[config.mk]
export PLATFORM = sky130hd
export DESIGN_NAME = trap_and_vector_logic
export DESIGN_NICKNAME = d
export VERILOG_FILES = /design/src/verilog/trap_pkg.sv /design/src/verilog/src_arbiter.sv /design/src/verilog/trap_and_vector_logic.sv
export SDC_FILE = /design/constraint.sdc
export NUM_CORES = 1
export LEC_CHECK = 0
export ABC_AREA = 1
export BUFFER_PORTS_ARGS = -buffer_cell sky130_fd_sc_hd__buf_2
export CORE_ASPECT_RATIO = 0.9
export CORE_MARGIN = 8
export CORE_UTILIZATION = 35
export CTS_BUF_LIST = sky130_fd_sc_hd__clkbuf_8
export CTS_CLUSTER_SIZE = 10
export DETAILED_ROUTE_END_ITERATION = 7
export PLACE_DENSITY = 0.72
export SLEW_MARGIN = 5
export SYNTH_ARGS = -nofsm -noshare
export SYNTH_HDL_FRONTEND = slang
export SYNTH_HIERARCHICAL = 1
export SYNTH_SLANG_ARGS = --single-unit
export TNS_END_PERCENT = 30
[constraint.sdc]
create_clock -name clk -period 53 [get_ports clk]
set_input_delay 10.6 -clock clk [delete_from_list [all_inputs] [get_ports clk]]
set_output_delay 10.6 -clock clk [all_outputs]
set_load 0.02 [all_outputs]
[src/verilog/trap_pkg.sv]
package trap_pkg;

  localparam int SRC_COUNT   = 16;
  localparam int PRIO_W      = 4;
  localparam int TRAPNUM_W   = 7;
  localparam int VEC_W       = 24;

  // trap number to vector location: location is number times four
  localparam int VEC_SHIFT   = 2;

  localparam logic [6:0] RESET_TRAPNUM  = 7'h00;
  localparam logic [6:0] NMI_TRAPNUM    = 7'h02;
  localparam logic [6:0] STACK_OVER_FLAG_TRAPNUM  = 7'h04;
  localparam logic [6:0] STACK_UNDER_FLAG_TRAPNUM  = 7'h06;
  localparam logic [6:0] CLASSB_TRAPNUM = 7'h0a;
  localparam logic [6:0] SW_TRAP_MAX    = 7'h7f;

  // trap flag register bit positions
  localparam int FLAG_W          = 16;
  localparam int BIT_NMI         = 15;
  localparam int BIT_STACK_OVER  = 14;
  localparam int BIT_STACK_UNDER = 13;
  localparam int BIT_BAD_EXT     = 7;
  localparam int BIT_MISAL_FETCH = 3;
  localparam int BIT_MISAL_OPND  = 2;
  localparam int BIT_GUARDED     = 1;
  localparam int BIT_BAD_OPCODE  = 0;

  localparam logic [15:0] FLAG_RESET = 16'h0000;
  localparam logic [15:0] SRC_RESET  = 16'h0000;
  localparam logic [3:0]  PRIO_IDLE  = 4'h0;

  // peripheral source trap numbers; entry 0 is capture/compare channel 18
  localparam logic [6:0] SRC_TRAPNUM [SRC_COUNT] = '{
    7'h32, 7'h33, 7'h34, 7'h35, 7'h36, 7'h37, 7'h38, 7'h39,
    7'h3a, 7'h3b, 7'h3c, 7'h44, 7'h45, 7'h46, 7'h20, 7'h21};

  typedef enum logic [1:0] {
    SVC_NONE  = 2'b00,
    SVC_INT   = 2'b01,
    SVC_TRAPB = 2'b10,
    SVC_TRAPA = 2'b11
  } svc_t;

  typedef struct packed {
    logic [6:0]  trap_number;
    logic [23:0] vector;
    svc_t        kind;
  } branch_t;

  typedef struct packed {
    logic nmi;
    logic stack_over;
    logic stack_under;
    logic bad_opcode;
    logic guarded_instr;
    logic misaligned_operand;
    logic misaligned_fetch;
    logic bad_external_access;
  } trap_src_t;

endpackage
[src/verilog/src_arbiter.sv]
`timescale 1ns/1ps
module src_arbiter (
  input  wire logic [15:0] pending,  // request and enable per source
  input  wire logic [63:0] prio,     // four bits of level per source
  output logic             found,    // some source is pending
  output logic [3:0]       level,    // winning level
  output logic [3:0]       index     // winning source
);
  // lowest index wins a tie of equal levels
  always_comb begin
    found = 1'b0;
    level = trap_pkg::PRIO_IDLE;
    index = 4'h0;
    for (int i = trap_pkg::SRC_COUNT - 1; i >= 0; i--) begin
      if (pending[i] && (!found || prio[i*4 +: 4] >= level)) begin
        found = 1'b1;
        level = prio[i*4 +: 4];
        index = 4'(i);
      end
    end
  end
endmodule

[src/verilog/trap_and_vector_logic.sv]
`timescale 1ns/1ps
// How it works
// - each source: request, enable, vector, number
// - hardware trap branches, cannot be masked
// - hardware trap sets its flag bit
// - trap preempts unless same or higher class trap running
// - trap service blocks interrupts and events
// - five class b flags share one vector
// - software trap takes any number, current priority
// - sixteen programmable priority levels per source
// - only higher priority interrupts running service
// - event counter zero gives standard interrupt
module trap_and_vector_logic (
  input  wire logic                clk,          // cpu clock
  input  wire logic                resetn,       // sync reset, low
  input  wire logic                ce,           // clock enable
  input  wire trap_pkg::trap_src_t trap_in,      // detector pulses
  input  wire logic [15:0]         src_set,      // peripheral requests
  input  wire logic [15:0]         src_enable,   // per source enables
  input  wire logic [63:0]         src_prio,     // levels per source
  input  wire logic [15:0]         event_done,   // counter hit zero
  input  wire logic                sw_trap,      // trap instruction
  input  wire logic [6:0]          sw_trap_num,  // its trap number
  input  wire logic [15:0]         flag_clear,   // clear trap flags
  input  wire logic                svc_return,   // service finished
  input  wire logic                branch_ack,   // core took branch
  output logic                     branch_req,   // branch pending
  output trap_pkg::branch_t        branch,       // branch target
  output logic [15:0]              trap_flag_register, // trap flags
  output logic [15:0]              src_request,  // request flags
  output logic [3:0]               cpu_level,    // running priority
  output trap_pkg::svc_t           running       // service in force
);
  logic [15:0]       next_flags;
  logic [15:0]       next_req;
  logic              next_branch_req;
  trap_pkg::branch_t next_branch;
  logic [3:0]        next_level;
  trap_pkg::svc_t    next_running;
  logic              found;
  logic [3:0]        win_level;
  logic [3:0]        win_index;
  logic              class_a;
  logic              class_b;
  logic [6:0]        a_num;
  logic [2:0]        a_want;
  logic [2:0]        a_sel;
  logic [2:0]        a_pend;
  logic [2:0]        next_a_pend;
  logic              b_pend;
  logic              next_b_pend;
  logic              src_pend;
  logic              next_src_pend;
  logic [3:0]        src_idx;
  logic [3:0]        next_src_idx;
  logic [3:0]        src_level;
  logic [3:0]        next_src_level;
  logic              take_src;
  logic              restore_src;

  src_arbiter u_arb (
    .pending (src_request & src_enable),
    .prio    (src_prio),
    .found   (found),
    .level   (win_level),
    .index   (win_index)
  );

  function automatic logic [23:0] vec_of(input logic [6:0] n);
    vec_of = {15'h0000, n, 2'b00};
  endfunction

  always_comb begin
    // causes that could not branch yet are held, nmi first
    a_want  = a_pend | {trap_in.nmi, trap_in.stack_over,
                        trap_in.stack_under};
    class_a = |a_want;
    class_b = b_pend | trap_in.bad_opcode | trap_in.guarded_instr |
              trap_in.misaligned_operand | trap_in.misaligned_fetch |
              trap_in.bad_external_access;
    // nmi above stack overflow above underflow
    if (a_want[2]) begin
      a_num = trap_pkg::NMI_TRAPNUM;
      a_sel = 3'b100;
    end else if (a_want[1]) begin
      a_num = trap_pkg::STACK_OVER_FLAG_TRAPNUM;
      a_sel = 3'b010;
    end else begin
      a_num = trap_pkg::STACK_UNDER_FLAG_TRAPNUM;
      a_sel = 3'b001;
    end
  end

  always_comb begin
    next_flags      = trap_flag_register & ~flag_clear;
    next_flags[trap_pkg::BIT_NMI]         |= trap_in.nmi;
    next_flags[trap_pkg::BIT_STACK_OVER]  |= trap_in.stack_over;
    next_flags[trap_pkg::BIT_STACK_UNDER] |= trap_in.stack_under;
    next_flags[trap_pkg::BIT_BAD_OPCODE]  |= trap_in.bad_opcode;
    next_flags[trap_pkg::BIT_GUARDED]     |= trap_in.guarded_instr;
    next_flags[trap_pkg::BIT_MISAL_OPND]  |= trap_in.misaligned_operand;
    next_flags[trap_pkg::BIT_MISAL_FETCH] |= trap_in.misaligned_fetch;
    next_flags[trap_pkg::BIT_BAD_EXT]     |= trap_in.bad_external_access;
  end

  always_comb begin
    next_branch_req = branch_req;
    next_branch     = branch;
    next_level      = cpu_level;
    next_running    = running;
    // refused traps stay pending until allowed
    next_a_pend     = a_want;
    next_b_pend     = class_b;
    next_src_pend   = src_pend;
    next_src_idx    = src_idx;
    next_src_level  = src_level;
    take_src        = 1'b0;
    restore_src     = 1'b0;
    if (svc_return) begin
      next_running = trap_pkg::SVC_NONE;
      next_level   = trap_pkg::PRIO_IDLE;
    end
    if (branch_req && branch_ack) begin
      next_branch_req = 1'b0;
      next_running    = branch.kind;
      next_src_pend   = 1'b0;
      // source level applies once its service starts
      if (src_pend) begin
        next_level = src_level;
      end
    end
    // class a preempts all but class a
    if (class_a && next_running != trap_pkg::SVC_TRAPA &&
        !(next_branch_req && next_branch.kind == trap_pkg::SVC_TRAPA)) begin
      // a displaced class b branch is held again, a source request too
      if (next_branch_req && next_branch.kind == trap_pkg::SVC_TRAPB) begin
        next_b_pend = 1'b1;
      end
      restore_src             = next_branch_req && next_src_pend;
      next_src_pend           = 1'b0;
      next_branch_req         = 1'b1;
      next_branch.kind        = trap_pkg::SVC_TRAPA;
      next_branch.trap_number = a_num;
      next_branch.vector      = vec_of(a_num);
      // the other class a causes keep waiting
      next_a_pend             = a_want & ~a_sel;
    end else if (class_b && next_running != trap_pkg::SVC_TRAPA &&
                 next_running != trap_pkg::SVC_TRAPB &&
                 !(next_branch_req &&
                   next_branch.kind != trap_pkg::SVC_INT)) begin
      restore_src             = next_branch_req && next_src_pend;
      next_src_pend           = 1'b0;
      next_b_pend             = 1'b0;
      next_branch_req         = 1'b1;
      next_branch.kind        = trap_pkg::SVC_TRAPB;
      next_branch.trap_number = trap_pkg::CLASSB_TRAPNUM;
      next_branch.vector      = vec_of(trap_pkg::CLASSB_TRAPNUM);
    end else if (sw_trap && !next_branch_req) begin
      next_branch_req         = 1'b1;
      next_branch.kind        = trap_pkg::SVC_INT;
      next_branch.trap_number = sw_trap_num & trap_pkg::SW_TRAP_MAX;
      next_branch.vector      = vec_of(sw_trap_num & trap_pkg::SW_TRAP_MAX);
    end else if (found && !next_branch_req &&
                 next_running != trap_pkg::SVC_TRAPA &&
                 next_running != trap_pkg::SVC_TRAPB &&
                 (win_level > next_level ||
                  next_running == trap_pkg::SVC_NONE)) begin
      next_branch_req         = 1'b1;
      next_branch.kind        = trap_pkg::SVC_INT;
      next_branch.trap_number = trap_pkg::SRC_TRAPNUM[win_index];
      next_branch.vector      = vec_of(trap_pkg::SRC_TRAPNUM[win_index]);
      take_src                = 1'b1;
      next_src_pend           = 1'b1;
      next_src_idx            = win_index;
      next_src_level          = win_level;
    end
  end

  always_comb begin
    next_req = src_request;
    if (take_src) begin
      next_req[win_index] = 1'b0;
    end
    // a request whose branch a trap displaced is raised again
    if (restore_src) begin
      next_req[src_idx] = 1'b1;
    end
    next_req = next_req | src_set | event_done;
  end

  always_ff @(posedge clk) begin
    if (!resetn) begin
      trap_flag_register <= trap_pkg::FLAG_RESET;
    end else if (ce) begin
      trap_flag_register <= next_flags;
    end
  end

  always_ff @(posedge clk) begin
    if (!resetn) begin
      src_request <= trap_pkg::SRC_RESET;
    end else if (ce) begin
      src_request <= next_req;
    end
  end

  always_ff @(posedge clk) begin
    if (!resetn) begin
      branch_req <= 1'b0;
      branch     <= '{trap_number: trap_pkg::RESET_TRAPNUM,
                      vector: 24'h000000,
                      kind: trap_pkg::SVC_NONE};
      cpu_level  <= trap_pkg::PRIO_IDLE;
      running    <= trap_pkg::SVC_NONE;
      a_pend     <= 3'h0;
      b_pend     <= 1'b0;
      src_pend   <= 1'b0;
      src_idx    <= 4'h0;
      src_level  <= trap_pkg::PRIO_IDLE;
    end else if (ce) begin
      branch_req <= next_branch_req;
      branch     <= next_branch;
      cpu_level  <= next_level;
      running    <= next_running;
      a_pend     <= next_a_pend;
      b_pend     <= next_b_pend;
      src_pend   <= next_src_pend;
      src_idx    <= next_src_idx;
      src_level  <= next_src_level;
    end
  end
endmodule

# == After elaboration in Yosys (flattened, before gate mapping) ==
# Memories as Yosys holds them, arrays and structs flattened.
# Cells that the tools add are included.
# totals
register_bits,85
mem_count,1
output_inout_bits,72
romBits,112
word_cells,228
in_bits,149
# classes
eq_ne,5
n_lt_le_gt_ge,21
mux,89
reduce_logical,71
bitwise,28
# memory_table
memory,words,word_bits,rd,rd_ports_with_merged_regs,write_ports,line,text
(no name shown),16,7,1,0,0,trap_and_vector_logic.sv:171,next_branch.vector = vec_of(trap_pkg::SRC_TRAPNUM[win_index]);
# ops
operator,count
$mux 4,35
$mux 33,4
$ge 4x4->1,15
$and 16x16->16,3
$or 16x16->16,3
$mux 1,37
$logic_and 1x1->1,32
$mux 16,2
$not 16->16,2
$mux 7,3
$logic_not 1->1,18
$logic_or 1x1->1,16
$or 1x1->1,13
$lt 4x5->1 const B,2
$demux 1 s4,2
$ge 4x1->1 const B,2
$mux 2,4
$mux 3,2
$ge 5x5->1 const B,1
$not 4->5,1
$reduce_and 5->1,1
$eq 2x2->1 const B,2
$gt 4x4->1,1
$ne 2x2->1 const B,2
other kinds (9),11

# == Logic depth before layout (Yosys ltp) ==
# logic_depth
depth_word,75
depth_mapped,169
depth_no_buf,166

# == Modules after synthesis ==
# The synthesis kept the hierarchy.
# by_module_without_submodules
mod,instances,area_each_um2,cells_per_inst,seq_area_each_um2
trap_and_vector_logic,1,3517.1,542,1221.2
src_arbiter,1,2575.0,442,0.0

# == Worst setup path after synthesis ==
# Ideal clock, no wire load.
# synth_timing
kind,input to register
start,input src_enable[15]
end,register src_idx[2]
path_buffers,4
stages,153
t_required_ns,52.933
setup_ns,0.067
arrival_time_ns,27.249
setup_slack_ns,25.684
path_cell_list,nand2_1 inv_1 buf_6 nand2_1 ha_1 nand2_1 inv_1 nand2_1 nand4_1 nand2_1 o21ai_0 ha_1 inv_1 nor2_1 o21ai_0 nand4_1 nand2_1 o21ai_0 (+117 left out) nand2_1 nand2_2 clkinv_2 nand2_1 nand2_1 ha_1 inv_1 o21bai_1 nand2_1 nand2_1 nand2_1 nand2_1 nand2_1 nor2_4 buf_6 buf_6 nand2_2 a21oi_2
# synth_between
elab_cells_between_ends,116
cone_classes,order compare (16); mux (48); bitwise (1); reduce/logical (51)
# synth_lines
element,line,text
start: declaration,trap_and_vector_logic.sv:19,"input wire logic [15:0] src_enable,"
$and 16x16->16 (*),trap_and_vector_logic.sv:62,".pending (src_request & src_enable),"
$mux 4 or $mux 1 (tied branches),src_arbiter.sv:15,if (pending[i] && (!found || prio[i*4 +: 4] >= level)) begin
$ge 4x4->1 or $logic_not 1->1 (tied branches),src_arbiter.sv:15,
$logic_or 1x1->1,src_arbiter.sv:15,
$logic_and 1x1->1,src_arbiter.sv:15,
$mux 4 or $mux 1 (tied branches),src_arbiter.sv:15,
$ge 4x4->1 or $logic_not 1->1 (tied branches),src_arbiter.sv:15,
$logic_or 1x1->1,src_arbiter.sv:15,
(+51 left out),n/a,
$logic_or 1x1->1,src_arbiter.sv:15,
$logic_and 1x1->1,src_arbiter.sv:15,
$mux 4 (*),src_arbiter.sv:15,
net win_level[1],trap_and_vector_logic.sv:41,logic [3:0] win_level;
$gt 4x4->1 (*),trap_and_vector_logic.sv:166,(win_level > next_level ||
$logic_or 1x1->1 (*),trap_and_vector_logic.sv:166,
$logic_and 1x1->1 (*),trap_and_vector_logic.sv:165,next_running != trap_pkg::SVC_TRAPB &&
$reduce_and 5->1 (no line) (*),n/a,
end signal: assignment,trap_and_vector_logic.sv:228,src_idx <= next_src_idx;
end: declaration,trap_and_vector_logic.sv:54,logic [3:0] src_idx;
# The timed path passes the listed nets; every way through them passes the cells marked *.
# A chain may end at the register's enable or synchronous reset.

# == Worst setup path in the final report ==
# Ends and elaborated chain as after synthesis.

==> impl_results.md <==
- Initial antenna violation count: 0
- Share of the synthesized area in the top cell type: roughly a fifth
- Initial drt markers: about 280
- Dpl cell area: 7163 sq um
- Vias: ~6600
- Fin. max-slew vios: 0
- Critical path class: input port to flop
- Required time worst endpoint: 53.18 ns
- DR pass1 iterations: 5
- Max Clk Rate: between 30 and 40 MHz
- Commonest non-fill, non-tap cell in the layout: nand2_1
- Crit-path most repeated cell: nand2_1
- I/O pins: roughly 220
- Final Setup Violations: 0
- Reg-to-Reg End: src_idx[2]$_SDFFE_PN0P_
- Gate Count Post-Synth: 984
- CTS buffer count: 9
- DR vias/cell: around 4.7
- Cell depth of the worst setup path: between 150 and 200
- Cts hold-fix bufs: 0
- Clock Skew: roughly 0.016 ns
- GRT overflow: 0
- Final Cycle Share: about 56%
- # nets final: between 1000 and 1500
- Largest net degree at the start of global routing: a little over 60
- Post-synth cell types: 46
- Worst hold path class: flop to flop
- H-tree Lvls: 3
- Commonest cells after routing, fill and taps aside: 270 x nand2_1, 203 x buf_2, 132 x inv_1
- CP Buf/Inv Count: 19
- Rel. slew slack: 28.83%
- Lkg Pwr: around 0.0042 uW
- Dominant cell type by area after synthesis: dfxtp_1
- FF-to-FF Start: src_request[15]$_SDFFE_PN0P_
- TritonCTS clock tree: done
- Total GRT Usage: approximately 17%
- Post-CTS Setup Repair Bufs: 0
- Routed Antenna Nets: 0
- Layout area overhead: 21.38%
- CP max FO: 29
- Layout cell share with drive strength beyond 1: about 25%
- Core box area: roughly 17000 sq um
- Worst reg2reg path depth: approximately 150
- CP endpoint kind: flop
- Port Buffers: around 200
- Tmin final: between 20 and 30 ns
- Number of diodes: 0
- RSZ-0062 raised after global routing: false
- Total Neg Setup Slack: 0 ns
- Worst setup endpoint: src_idx[2]$_SDFFE_PN0P_
- DRC Markers: 0
- R2r setup slk: 33.29 ns
- Synth area leaders: dfxtp_1 20%, nand2_1 17%, ha_1 13%
- Hold WS: 0.4310 ns
- Chip height: about 140 microns
- Fin. Hold Viols: 0
- Worst vdd ir: 0.01799 mV
- Routability-driven placement congestion ratio: 0.8761
- CP Launch Type: input port
- Post-Syn Area: a little over 6000 sq um
- Clock latency on the worst-skew pair: between 0.3 and 0.4 ns
- CP peak stage delay: roughly 0.53 ns
- Final wirelength: between 15000 and 20000 microns
- Synth Warn #: 6
- Outcome: finished clean
- Fin area: 7395 sq um
- Mean post-synth cell area: between 6 and 7 sq um
- CTS root buf: clkbuf_8
- Vias in the first global route: ~6400
- DP HPWL: about 16000 microns
- Starting Density: between 30% and 40%
- # clock sinks: a little over 60
- Drt wl/cell: ~13 microns
- Max cap viols: 0
- CP max-delay cell: nor2_4
- Chip width: ~160 microns
- Hold_sp: trap_flag_register[6]$_SDFFE_PN0P_
- Die area: 21890 sq um
- CTS clk-pin slew, worst paths: 0.09 ns
- Post-cts sizing count: 0
- #FFs+latches synth: 61
- Register area share after synthesis: between 20% and 30%
- Least-Margin Pin Slew: about 1.1 ns
- Fin util: a little over two fifths
- Crit path from: src_enable[15]
- First-pass GRT wire length: about 30000 microns
- # rows: 45
- Crit path max-delay family: simple AND/OR/NAND/NOR gates
- Clock Tree Buf Depth: 2
- Power Density: between 20 and 30 nW/um^2
- Worst Path Arrival: between 20 and 30 ns
[kinds of logic after synthesis]
logic type | synth area share, %
DFF | 20.05
AOI/OAI and AO/OA | 15.26
muxes | 0.1643
and+or+nand+nor | 37.71
other | 0.06156
adders and majority gates | 12.73
buffers and inverters | 14.03
[final cells by class]
cell class	instances	area (sq um)
fill	1823	9553
multi-input combinational	748	4076
sequential	61	1221
timing repair buffer	204	1023
inverter	145	548.0
tap	235	294.0
clock buffer	10	137.6
clock inverter	6	93.84
[state kept, by name, indices dropped and copies added (netlist names)]
name,cells
src_request,16
trap_flag_register,16
branch,9
cpu_level,4
src_idx,4
src_level,4
a_pend,3
running,2
b_pend,1
branch_req,1
src_pend,1
[routing by layer]
layer	global-route usage [%]	vias up	share of wire, %
li1	-	3501	-
met1	21.07	2868	45
met2	28.02	198	45
met3	5.133	20	8.7
met4	3.812	0	1.3
met5	0	-	0
[how the worst min path moves through the flow]
stage | to | depth (start not counted) | slack, ns
2_1_floorplan | src_level[1]$_SDFFE_PN0P_ | 2 | 0.46
3_3_place_gp | trap_flag_register[5]$_SDFFE_PN0P_ | 2 | 0.42
3_5_place_dp | trap_flag_register[6]$_SDFFE_PN0P_ | 2 | 0.42
4_1_cts | trap_flag_register[6]$_SDFFE_PN0P_ | 2 | 0.43
5_1_grt | trap_flag_register[4]$_SDFFE_PN0P_ | 2 | 0.46
6_report | trap_flag_register[6]$_SDFFE_PN0P_ | 2 | 0.43
[tightest hold or removal path: cells and delay by family, from the launching register on]
family | cells | cell delay (ns)
flip-flops | 1 | 0.31
AND/OR/NAND/NOR | 1 | 0.05
AO/OA/AOI/OAI | 1 | 0.03
[metrics by stage]
stage | total power [uW] | instances | setup slack [ns]
6_report | 199.9 | 1409 | 23.36
3_5_place_dp | 151.8 | 1393 | 23.08
2_1_floorplan | 126.5 | 1000 | 25.68
4_1_cts | 201.1 | 1409 | 23.39
5_1_grt | 218.0 | 1409 | 20.95
3_3_place_gp | 149.3 | 1393 | 23.59
[Yosys cell counts (all sizes together)]
master / n
a211oi: 1
a21boi: 2
a21oi: 67
a311oi: 1
a31oi: 3
a41oi: 1
and2: 7
buf: 36
clkbuf: 10
clkinv: 5
conb: 1
dfxtp: 61
ha: 62
inv: 140
mux2i: 1
nand2: 306
nand3: 69
nand3b: 1
nand4: 17
nor2: 82
nor3: 4
nor4: 1
o2111ai: 3
o211a: 1
o211ai: 4
o21ai: 83
o21bai: 1
o221ai: 2
o31ai: 1
or2: 11
[report_power, final]
part	switching (uW)	leakage, uW	internal, uW
logic	63.5	0.00358	36.7
clock network	20.7	0.000113	28.1
registers	2.42	0.000502	48.4
total	86.6	0.00419	113
(Power assumes the default switching activity.)
